==> src/include/bvs_params.svh <==
// Constants for the buck enable and output-voltage setpoint block.
// Assumes a 10 MHz core clock and millivolt-coded monitor inputs.
`ifndef BVS_PARAMS_SVH
`define BVS_PARAMS_SVH

// ----------------------------------------------------------------------
// Timing
// ----------------------------------------------------------------------
`define BVS_CLK_PERIOD_NS   100
`define BVS_DEGLITCH_NS     200
`define BVS_DEGLITCH_CYC    ((`BVS_DEGLITCH_NS + `BVS_CLK_PERIOD_NS - 1) / `BVS_CLK_PERIOD_NS)
`define BVS_INIT_US         200
`define BVS_INIT_CYC        ((`BVS_INIT_US * 1000 + `BVS_CLK_PERIOD_NS - 1) / `BVS_CLK_PERIOD_NS)

// ----------------------------------------------------------------------
// Lockout thresholds in millivolts
// ----------------------------------------------------------------------
`define BVS_BIAS_ON_MV      16'd3150
`define BVS_BIAS_OFF_MV     16'd3100
`define BVS_DRV_ON_MV       16'd3600
`define BVS_DRV_OFF_MV      16'd3400
`define BVS_EN_HIGH_MV      16'd1200
`define BVS_EN_LOW_MV       16'd1000

// ----------------------------------------------------------------------
// Voltage codes, 1.953 mV per LSB, margins in units of 1/1024
// ----------------------------------------------------------------------
`define BVS_VOUT_ABS_MIN    12'd128
`define BVS_VOUT_ABS_MAX    12'd2816
`define BVS_DAC_MIN         12'd128
`define BVS_DAC_MAX         12'd384
`define BVS_EXT_BOOT        12'd205
`define BVS_MARGIN_ONE      17'sd1024
`define BVS_MARGIN_SHIFT    10

// ----------------------------------------------------------------------
// Register indices and reset values
// ----------------------------------------------------------------------
`define BVS_REG_OPERATION   8'h00
`define BVS_REG_VIN_ON      8'h01
`define BVS_REG_VIN_OFF     8'h02
`define BVS_REG_VOUT_CMD    8'h03
`define BVS_REG_VOUT_TRIM   8'h04
`define BVS_REG_MARGIN_HI   8'h05
`define BVS_REG_MARGIN_LO   8'h06
`define BVS_REG_VOUT_MODE   8'h07
`define BVS_REG_VOUT_MAX    8'h08
`define BVS_REG_VOUT_MIN    8'h09
`define BVS_REG_SCALE_LOOP  8'h0A
`define BVS_REG_BOOT        8'h0B
`define BVS_REG_USER_CFG    8'h0C
`define BVS_REG_TRANS_RATE  8'h0D
`define BVS_REG_STATUS      8'h0E
`define BVS_REG_TARGET      8'h0F

`define BVS_OP_MARGIN_HI_BIT 5
`define BVS_OP_MARGIN_LO_BIT 4
`define BVS_MODE_REL_BIT     7
`define BVS_CFG_ORST_BIT     2

`define BVS_RST_VIN_ON      16'd4200
`define BVS_RST_VIN_OFF     16'd4000
`define BVS_RST_MARGIN_HI   16'd1075
`define BVS_RST_MARGIN_LO   16'd973
`define BVS_RST_VOUT_MODE   8'h80
`define BVS_RST_VOUT_MAX    12'd2816
`define BVS_RST_VOUT_MIN    12'd128
`define BVS_RST_TRANS_RATE  16'd10

`endif

==> src/include/bvs_pkg.sv <==
// Types for the buck enable and output-voltage setpoint block.
// Assumes bvs_params.svh holds every number.
package bvs_pkg;

  // Gray-coded start-up sequence: lockout, initialise, ready.
  typedef enum logic [1:0] {
    BVS_LOCKED = 2'b00,
    BVS_INIT   = 2'b01,
    BVS_READY  = 2'b11
  } bvs_state_t;

endpackage

==> src/rtl/bvs_core.sv <==
// Enable gating and output-voltage setpoint for a point-of-load buck.
// Assumes millivolt monitor codes synchronous to clock and a plain register port.
// Behaviour
// - Switching only with all four lockouts met; bias alone opens telemetry, bus also waits for initialisation.
// - Bias good above 3.15V, lost below 3.1V; starts core and strap capture.
// - Driver supply enables conversion above 3.6V, disables below 3.4V.
// - Input rail compared with separately programmed turn-on and turn-off levels.
// - Turn-off above turn-on makes the rail qualifier toggle while between turn-on and turn-off.
// - Enable pin turns on above 1.2V and off below 1V.
// - Enable pin changes shorter than 0.2us are ignored.
// - A floating, pulled-down enable pin keeps the converter disabled.
// - Internal or external feedback divider chosen by the first multi-select strap.
// - External divider: reference boots at 0.4V with unity loop gain.
// - Internal divider: setpoint decoded from the voltage-select resistor code.
// - Commanded voltage drives the reference DAC over 0.25V to 0.75V.
// - Loop scale selects divider gain 1, 0.5, 0.25 or 0.125.
// - Target is command plus trim plus margin terms gated by operation bits 5, 4.
// - One code step is 1.953mV.
// - Target limited by max and min registers within 0.25V to 5.5V.
// - Margins default to relative format through mode bit 7.
// - Output reset pin low with config bit 2 ramps command to boot voltage.
// - About 200us of initialisation before bus reads and writes are accepted.
//
// Decided for this implementation: the register addresses and the address-and-strobe port.
`include "bvs_params.svh"
`timescale 1ns/1ps
`default_nettype none

module bvs_core (
  // Clock and reset
  input  wire logic        clock,
  input  wire logic        reset,
  // Monitor codes in millivolts
  input  wire logic [15:0] bias_supply_mv,
  input  wire logic [15:0] driver_supply_mv,
  input  wire logic [15:0] power_input_rail_mv,
  input  wire logic [15:0] enable_pin_mv,
  // Straps and pins
  input  wire logic [2:0]  first_multi_select_strap,
  input  wire logic [2:0]  voltage_select_feedback_pin,
  input  wire logic        output_reset_n,
  // Register port
  input  wire logic [7:0]  reg_addr,
  input  wire logic [15:0] reg_wdata,
  input  wire logic        reg_write,
  input  wire logic        reg_read,
  output logic      [15:0] reg_rdata,
  // Converter controls
  output logic             switching_enable,
  output logic             bus_enable,
  output logic             telemetry_enable,
  output logic             external_feedback,
  output logic      [1:0]  loop_scale,
  output logic      [11:0] dac_code,
  output logic      [11:0] target_vout
);

  localparam int INIT_CYC = `BVS_INIT_CYC;
  localparam int DGL_CYC  = `BVS_DEGLITCH_CYC;
  // Boot code and loop scale for each internal-divider resistor code.
  localparam logic [11:0] STRAP_BOOT [8] = '{12'd256, 12'd307, 12'd384, 12'd461,
                                             12'd512, 12'd614, 12'd922, 12'd1690};
  localparam logic [1:0]  STRAP_SCALE [8] = '{2'd0, 2'd0, 2'd0, 2'd1,
                                              2'd1, 2'd1, 2'd2, 2'd3};

  // ----------------------------------------------------------------------
  // Lockout comparators with hysteresis
  // ----------------------------------------------------------------------
  logic bias_ok;
  logic drv_ok;
  logic rail_ok;
  logic en_filt;
  logic [1:0] dgl_cnt;
  logic [15:0] vin_on;
  logic [15:0] vin_off;

  wire next_bias_ok = bias_ok ? !(bias_supply_mv < `BVS_BIAS_OFF_MV)
                              : (bias_supply_mv > `BVS_BIAS_ON_MV);
  wire next_drv_ok  = drv_ok ? !(driver_supply_mv < `BVS_DRV_OFF_MV)
                             : (driver_supply_mv > `BVS_DRV_ON_MV);
  // With the off level above the on level this flips every cycle while the rail sits between them, as the silicon does.
  wire next_rail_ok = rail_ok ? !(power_input_rail_mv < vin_off)
                              : (power_input_rail_mv > vin_on);
  // A floating pin reads as 0 mV and never passes the high threshold.
  wire en_cand      = en_filt ? !(enable_pin_mv < `BVS_EN_LOW_MV)
                              : (enable_pin_mv > `BVS_EN_HIGH_MV);
  wire en_differs   = en_cand != en_filt;
  wire en_accept    = en_differs && (32'(dgl_cnt) == DGL_CYC - 1);

  always_ff @(posedge clock) begin
    if (reset) begin
      bias_ok <= 1'b0;
      drv_ok  <= 1'b0;
      rail_ok <= 1'b0;
      en_filt <= 1'b0;
      dgl_cnt <= 2'd0;
    end else begin
      bias_ok <= next_bias_ok;
      drv_ok  <= next_drv_ok;
      rail_ok <= next_rail_ok;
      en_filt <= en_accept ? en_cand : en_filt;
      dgl_cnt <= (en_differs && !en_accept) ? dgl_cnt + 2'd1 : 2'd0;
    end
  end

  // ----------------------------------------------------------------------
  // Start-up sequence and strap capture
  // ----------------------------------------------------------------------
  bvs_pkg::bvs_state_t state;
  bvs_pkg::bvs_state_t next_state;
  logic [10:0] init_cnt;
  logic [2:0]  strap_msel;
  logic [2:0]  strap_vsel;

  wire init_done  = (32'(init_cnt) == INIT_CYC - 1);
  wire capture    = (state == bvs_pkg::BVS_LOCKED) && bias_ok;
  wire ready      = (state == bvs_pkg::BVS_READY);

  always_comb begin
    case (state)
      bvs_pkg::BVS_LOCKED: next_state = bias_ok ? bvs_pkg::BVS_INIT : bvs_pkg::BVS_LOCKED;
      bvs_pkg::BVS_INIT:   next_state = init_done ? bvs_pkg::BVS_READY : bvs_pkg::BVS_INIT;
      bvs_pkg::BVS_READY:  next_state = bvs_pkg::BVS_READY;
      default:             next_state = bvs_pkg::BVS_LOCKED;
    endcase
    if (!bias_ok) begin
      next_state = bvs_pkg::BVS_LOCKED;
    end
  end

  always_ff @(posedge clock) begin
    if (reset) begin
      state      <= bvs_pkg::BVS_LOCKED;
      init_cnt   <= 11'd0;
      strap_msel <= 3'd0;
      strap_vsel <= 3'd0;
    end else begin
      state    <= next_state;
      init_cnt <= (state == bvs_pkg::BVS_INIT) ? init_cnt + 11'd1 : 11'd0;
      if (capture) begin
        strap_msel <= first_multi_select_strap;
        strap_vsel <= voltage_select_feedback_pin;
      end
    end
  end

  wire ext_fb     = strap_msel[0];
  // At capture the strap registers are still being loaded, so decode the pins directly.
  wire ext_now = first_multi_select_strap[0];
  wire [11:0] strap_boot_now  = ext_now ? `BVS_EXT_BOOT
                                        : STRAP_BOOT[voltage_select_feedback_pin];
  wire [1:0]  strap_scale_now = ext_now ? 2'd0 : STRAP_SCALE[voltage_select_feedback_pin];

  // ----------------------------------------------------------------------
  // Registers
  // ----------------------------------------------------------------------
  logic [7:0]  operation;
  logic [11:0] vout_command;
  logic [15:0] vout_trim;
  logic [15:0] margin_high;
  logic [15:0] margin_low;
  logic [7:0]  vout_mode;
  logic [11:0] vout_max;
  logic [11:0] vout_min;
  logic [1:0]  scale_loop;
  logic [11:0] stored_boot_voltage;
  logic [7:0]  user_system_config;
  logic [15:0] transition_rate;
  logic [15:0] rate_cnt;

  // Bus traffic is refused until initialisation ends.
  wire wr_ok = reg_write && ready;
  wire rd_ok = reg_read && ready;
  wire wr_cmd = wr_ok && (reg_addr == `BVS_REG_VOUT_CMD);

  // Output reset ramps the command to boot one code per rate period.
  wire orst_active = ready && !output_reset_n
                     && user_system_config[`BVS_CFG_ORST_BIT];
  wire rate_tick   = orst_active && (rate_cnt >= transition_rate);
  wire at_boot     = (vout_command == stored_boot_voltage);
  wire [11:0] ramp_cmd = (vout_command < stored_boot_voltage) ? vout_command + 12'd1
                                                             : vout_command - 12'd1;

  always_ff @(posedge clock) begin
    if (reset || capture) begin
      operation           <= 8'h00;
      vin_on              <= `BVS_RST_VIN_ON;
      vin_off             <= `BVS_RST_VIN_OFF;
      vout_trim           <= 16'h0000;
      margin_high         <= `BVS_RST_MARGIN_HI;
      margin_low          <= `BVS_RST_MARGIN_LO;
      vout_mode           <= `BVS_RST_VOUT_MODE;
      vout_max            <= `BVS_RST_VOUT_MAX;
      vout_min            <= `BVS_RST_VOUT_MIN;
      user_system_config  <= 8'h00;
      transition_rate     <= `BVS_RST_TRANS_RATE;
    end else if (wr_ok) begin
      case (reg_addr)
        `BVS_REG_OPERATION:  operation          <= reg_wdata[7:0];
        `BVS_REG_VIN_ON:     vin_on             <= reg_wdata;
        `BVS_REG_VIN_OFF:    vin_off            <= reg_wdata;
        `BVS_REG_VOUT_TRIM:  vout_trim          <= reg_wdata;
        `BVS_REG_MARGIN_HI:  margin_high        <= reg_wdata;
        `BVS_REG_MARGIN_LO:  margin_low         <= reg_wdata;
        `BVS_REG_VOUT_MODE:  vout_mode          <= reg_wdata[7:0];
        `BVS_REG_VOUT_MAX:   vout_max           <= reg_wdata[11:0];
        `BVS_REG_VOUT_MIN:   vout_min           <= reg_wdata[11:0];
        `BVS_REG_USER_CFG:   user_system_config <= reg_wdata[7:0];
        `BVS_REG_TRANS_RATE: transition_rate    <= reg_wdata;
        default: ;
      endcase
    end
  end

  // Strap-derived values load at capture and stay writable afterwards, loop scale only with the internal divider.
  always_ff @(posedge clock) begin
    if (reset) begin
      vout_command        <= 12'd0;
      stored_boot_voltage <= 12'd0;
      scale_loop          <= 2'd0;
      rate_cnt            <= 16'h0000;
    end else if (capture) begin
      vout_command        <= strap_boot_now;
      stored_boot_voltage <= strap_boot_now;
      scale_loop          <= strap_scale_now;
      rate_cnt            <= 16'h0000;
    end else begin
      rate_cnt <= (orst_active && !rate_tick) ? rate_cnt + 16'h0001 : 16'h0000;
      if (wr_cmd) begin
        vout_command <= reg_wdata[11:0];
      end else if (rate_tick && !at_boot) begin
        vout_command <= ramp_cmd;
      end
      if (wr_ok && reg_addr == `BVS_REG_BOOT) begin
        stored_boot_voltage <= reg_wdata[11:0];
      end
      if (wr_ok && reg_addr == `BVS_REG_SCALE_LOOP && !ext_fb) begin
        scale_loop <= reg_wdata[1:0];
      end
    end
  end

  // ----------------------------------------------------------------------
  // Target voltage arithmetic
  // ----------------------------------------------------------------------
  wire relative = vout_mode[`BVS_MODE_REL_BIT];
  wire op_hi    = operation[`BVS_OP_MARGIN_HI_BIT];
  wire op_lo    = operation[`BVS_OP_MARGIN_LO_BIT];
  wire signed [16:0] mh_delta = $signed({1'b0, margin_high}) - `BVS_MARGIN_ONE;
  wire signed [16:0] ml_delta = `BVS_MARGIN_ONE - $signed({1'b0, margin_low});
  wire signed [29:0] hi_prod  = mh_delta * $signed({1'b0, vout_command});
  wire signed [29:0] lo_prod  = ml_delta * $signed({1'b0, vout_command});
  wire signed [31:0] hi_term  = {{12{hi_prod[29]}}, hi_prod[29:`BVS_MARGIN_SHIFT]};
  wire signed [31:0] lo_term  = {{12{lo_prod[29]}}, lo_prod[29:`BVS_MARGIN_SHIFT]};
  wire signed [31:0] trim_s   = {{16{vout_trim[15]}}, vout_trim};
  wire signed [31:0] base_s   = (relative || !(op_hi || op_lo))
                                ? $signed({20'h00000, vout_command})
                                : $signed({16'h0000, op_hi ? margin_high : margin_low});
  wire signed [31:0] raw_vout = base_s + trim_s
                                + ((relative && op_hi) ? hi_term : 32'sh0)
                                - ((relative && op_lo) ? lo_term : 32'sh0);
  wire [11:0] lim_hi = (vout_max > `BVS_VOUT_ABS_MAX) ? `BVS_VOUT_ABS_MAX : vout_max;
  wire [11:0] lim_lo = (vout_min < `BVS_VOUT_ABS_MIN) ? `BVS_VOUT_ABS_MIN : vout_min;
  wire [11:0] next_target = (raw_vout > $signed({20'h00000, lim_hi})) ? lim_hi
                          : (raw_vout < $signed({20'h00000, lim_lo})) ? lim_lo
                          : raw_vout[11:0];
  wire [1:0]  eff_scale = ext_fb ? 2'd0 : scale_loop;
  wire [11:0] scaled    = next_target >> eff_scale;
  wire [11:0] next_dac  = (scaled < `BVS_DAC_MIN) ? `BVS_DAC_MIN
                        : (scaled > `BVS_DAC_MAX) ? `BVS_DAC_MAX : scaled;

  always_ff @(posedge clock) begin
    if (reset) begin
      target_vout <= 12'd0;
      dac_code    <= `BVS_DAC_MIN;
      loop_scale  <= 2'd0;
    end else begin
      target_vout <= next_target;
      dac_code    <= next_dac;
      loop_scale  <= eff_scale;
    end
  end

  // ----------------------------------------------------------------------
  // Enables and read-back
  // ----------------------------------------------------------------------
  // Combinational so that any lost condition stops switching in the same cycle.
  assign switching_enable = bias_ok && drv_ok && rail_ok && en_filt;
  assign bus_enable       = ready;
  assign telemetry_enable = bias_ok;
  assign external_feedback = ext_fb;

  wire [15:0] status_word = {8'h00, orst_active, ext_fb, ready, switching_enable,
                             en_filt, rail_ok, drv_ok, bias_ok};
  logic [15:0] rd_mux;
  always_comb begin
    case (reg_addr)
      `BVS_REG_OPERATION:  rd_mux = {8'h00, operation};
      `BVS_REG_VIN_ON:     rd_mux = vin_on;
      `BVS_REG_VIN_OFF:    rd_mux = vin_off;
      `BVS_REG_VOUT_CMD:   rd_mux = {4'h0, vout_command};
      `BVS_REG_VOUT_TRIM:  rd_mux = vout_trim;
      `BVS_REG_MARGIN_HI:  rd_mux = margin_high;
      `BVS_REG_MARGIN_LO:  rd_mux = margin_low;
      `BVS_REG_VOUT_MODE:  rd_mux = {8'h00, vout_mode};
      `BVS_REG_VOUT_MAX:   rd_mux = {4'h0, vout_max};
      `BVS_REG_VOUT_MIN:   rd_mux = {4'h0, vout_min};
      `BVS_REG_SCALE_LOOP: rd_mux = {14'h0000, scale_loop};
      `BVS_REG_BOOT:       rd_mux = {4'h0, stored_boot_voltage};
      `BVS_REG_USER_CFG:   rd_mux = {8'h00, user_system_config};
      `BVS_REG_TRANS_RATE: rd_mux = transition_rate;
      `BVS_REG_STATUS:     rd_mux = status_word;
      `BVS_REG_TARGET:     rd_mux = {4'h0, target_vout};
      default:             rd_mux = 16'h0000;
    endcase
  end

  always_ff @(posedge clock) begin
    if (reset) begin
      reg_rdata <= 16'h0000;
    end else begin
      reg_rdata <= rd_ok ? rd_mux : 16'h0000;
    end
  end
endmodule

`default_nettype wire

==> config.mk <==
export PLATFORM = sky130hd
export DESIGN_NAME = bvs_core
export DESIGN_NICKNAME = d
export VERILOG_FILES = /design/src/include/bvs_pkg.sv /design/src/rtl/bvs_core.sv
export VERILOG_INCLUDE_DIRS = /design/src /design/src/include
export SDC_FILE = /design/constraint.sdc
export NUM_CORES = 2
export LEC_CHECK = 0
export BUFFER_PORTS_ARGS = -buffer_cell sky130_fd_sc_hd__buf_2
export CAP_MARGIN = 20
export CORE_ASPECT_RATIO = 1.5
export CORE_MARGIN = 5
export CORE_UTILIZATION = 44
export DETAILED_ROUTE_END_ITERATION = 16
export GPL_TIMING_DRIVEN = 1
export PLACE_DENSITY = 0.75
export RECOVER_POWER = 100
export REMOVE_ABC_BUFFERS = 1
export SLEW_MARGIN = 20
export SYNTH_ARGS = -nofsm -noshare
export SYNTH_HDL_FRONTEND = slang
export SYNTH_SLANG_ARGS = --single-unit
export TNS_END_PERCENT = 10
==> constraint.sdc <==
create_clock -name clock -period 11.8 [get_ports clock]
set_clock_uncertainty 0.05 [all_clocks]
set_input_delay 1.77 -clock clock [delete_from_list [all_inputs] [get_ports clock]]
set_output_delay 1.77 -clock clock [all_outputs]
set_load 0.02 [all_outputs]
==> results.cfg <==
[status]
status = finished, violations left
violations = max-capacitance violations, max-slew violations

[power]
total_leakage_power_uw = 0.0157
irDropWorstVdd_uv = 159
power.density_nw_per_um2 = 138
total_power_uw = 4720

[timing]
fin_ws_ns = 0.300
relSlewSlack = -1.70
min_period_ns = 11.50
finalSetupViolations = 0
period_share = 0.975
hold_viol = 0
slew_violations = 117
tightest_slew_ns = 4.06
setup_tns_ns = 0
max_freq_ghz = 0.0870

[critical_path]
cp.arrival_ns = 11.90
crit_fanout = 13
critical_path_class = reg -> reg
startpoint_type = register
rr_worst_depth = 42
max_stage_delay_ns = 0.64
path_common_cell = fa_1
worstSetupEndpointType = register
critPathRequiredTime_ns = 12.20
slowest_stage = fa_1

[yosys]
synthMostInstantiatedCell = nand2_1
synthArstFlopShare = 0
ys_types = 96
netlist_top_cells_count = 613 x nand2_1, 586 x inv_1, 411 x fa_1
syn_inst = 3700
yosys_warnings = 0
synth_top_area_share = 0.268
syn_avg_cell_area_sq_um = 8.28
synth.area.top_cells = fa_1 27%, dfxtp_1 16%, ha_1 10%
netlist_area_sq_um = 30700
synth-seq-area-share = 0.162
synth_enable_flop_cells = 0
ys_seq_elements = 248
yosys.area.top_type = fa_1
synth_flop_cell = dfxtp_1

[floorplan]
rows = 118
die_h_um = 333
die-area_sq_um = 75100
io_pins = 145
die_x_um = 226
start_util = 0.444
core_area_sq_um = 69100

[place]
portBuffers = 142
dpl.hpwl_um = 77800
pre_cts_slack_ns = -0.145
gp_congestion = 1.04

[clocking]
ctsHtreeMaxLevel = 1
clockBufferDepth = 3
cts.sinks = 248
cts_tree = done
clkSlewWorstSetupHoldPaths_ns = 0.07
insertion_delay_ns = 0.54
cts_root_buf = clkbuf_16
cts-buffers-inserted = 21
ctsHoldBuffers = 0

[global_routing]
grt_pass1_vias = 28300
grt_usage = 0.253
antenna_found_initial = 1
grt_pass1_wl_um = 152000
grt_max_degree = 86
grt_remaining_overflow = 0

[flow_run]
maxCapViolCount = 2

[finish]
multi_input_area_sq_um = 23200
drive_gt1_frac = 0.109
diodes = 0
seq_area_sq_um = 4970
fillers = 6541
nets = 4620
syn_to_final_growth_pct = 11.8

[detailed_routing]
drt-total-wl_um = 96400
first_iter_violations = 2088
routedWlPerCell_um = 20.2
final_antenna_net_count = 0
num_vias = 27000
first_pass_iters = 8
drc = 0
viasPerCell = 5.67

[min_path]
hold_path.class = reg -> reg
hold_depth = 1
==> where the power goes <==
| group | internal [uW] | switching, uW | leakage, uW |
|---|---|---|---|
| Clock | 379 | 340 | 0.000325 |
| Combinational | 1330 | 1740 | 0.0134 |
| Sequential | 871 | 58.2 | 0.00201 |
| Total | 2580 | 2140 | 0.0157 |
==> layout by cell type, fill, tap and decap left out, types with 21 or more instances in the layout <==
| cell | instances |
|---|---|
| nor2_1 | 160 |
| nand3_1 | 69 |
| xor2_1 | 37 |
| nor2b_1 | 35 |
| nor3_1 | 28 |
| fa_1 | 408 |
| xnor2_1 | 61 |
| nand2_1 | 611 |
| a22o_1 | 24 |
| and3_1 | 23 |
| a21o_1 | 44 |
| a21oi_1 | 204 |
| and2_1 | 188 |
| nand2b_1 | 30 |
| a22oi_1 | 25 |
| buf_4 | 172 |
| inv_1 | 584 |
| o21ai_0 | 57 |
| o211ai_1 | 27 |
| ha_1 | 244 |
| a221oi_1 | 30 |
| buf_2 | 94 |
| a31oi_1 | 23 |
| clkbuf_1 | 61 |
| mux2i_1 | 25 |
| clkbuf_16 | 21 |
| a211oi_1 | 21 |
| dfxtp_1 | 247 |
==> what timing repair did <==
| action | 4_1_cts | 5_1_grt |
|---|---|---|
| gates cloned | 0 | 1 |
| endpoints found under the setup margin | 7 | 13 |
| gates resized for setup | 7 | 82 |
| pin swaps | 3 | 33 |
| setup buffers | 1 | 9 |
==> sequential cells by signal (all words and copies together), names as in the netlist, 11 cells and up <==
signal               count
reg_rdata               16
margin_low              16
init_cnt                11
margin_high             16
vout_min                12
transition_rate         16
vout_max                12
vin_off                 16
vin_on                  16
vout_trim               16
rate_cnt                16
target_vout             12
stored_boot_voltage     12
dac_code                12
vout_command            12
==> final cells by class <==
cell class | count | area share
clock buffers | 28 | 0.0161
clock inverters | 9 | 0.00332
inverters | 587 | 0.0643
multi-input cells | 2670 | 0.678
flip-flops and latches | 248 | 0.145
well taps | 900 | 0.0329
repair buffers | 328 | 0.0606
==> per-layer routing <==
| metal | GRT usage | wire, um | up-vias |
|---|---|---|---|
| met5 | 0 | 0 | - |
| met4 | 0.193 | 9380 | 0 |
| met3 | 0.0361 | 6840 | 456 |
| met2 | 0.448 | 48200 | 1245 |
| met1 | 0.268 | 32000 | 13100 |
| li1 | - | - | 12200 |
==> worst paths after layout <==
kind / start / endpoint / slack (ns)
setup reg to reg: margin_low[0] / dac_code[6] / 0.30
hold reg to reg: dgl_cnt[0] / dgl_cnt[0] / 0.38
hold / removal: dgl_cnt[0] / dgl_cnt[0] / 0.38
setup / recovery: margin_low[0] / dac_code[6] / 0.30
==> through the flow <==
step,instances,util,cell area (sq um),hold slack [ns]
after detailed placement,4723,0.480,33100,0.371
final,4770,0.496,34300,0.377
after CTS,4761,0.490,33800,0.381
after global placement,4723,0.480,33100,0.357
after global routing,4770,0.496,34300,0.406
after floorplan,3505,-,29900,0.348
==> critical path, delay by kind of cell (launching register included) <==
kind	cells	cell delay, ns
AO/OA/AOI/OAI	11	2.62
XOR/XNOR	3	0.44
adder cells (fa/ha/maj)	10	4.61
buffers and inverters	9	1.10
flip-flops	1	0.32
AND/OR/NAND/NOR	9	2.25
==> kinds of logic (layout without fill, tap and decap cells) <==
| family | after synthesis | count (layout) | synth area share |
|---|---|---|---|
| AOI/OAI and AO/OA | 600 | 600 | 0.134 |
| adders and majority gates | 665 | 665 | 0.372 |
| DFF | 248 | 248 | 0.162 |
| muxes | 32 | 32 | 0.0108 |
| xor gates and xnor gates | 108 | 108 | 0.0309 |
| buffers and inverters | 784 | 952 | 0.0966 |
| and+or+nand+nor | 1262 | 1262 | 0.193 |
| other | 1 | 3 | 0.000122 |
Power figures use the tool's default switching activity.
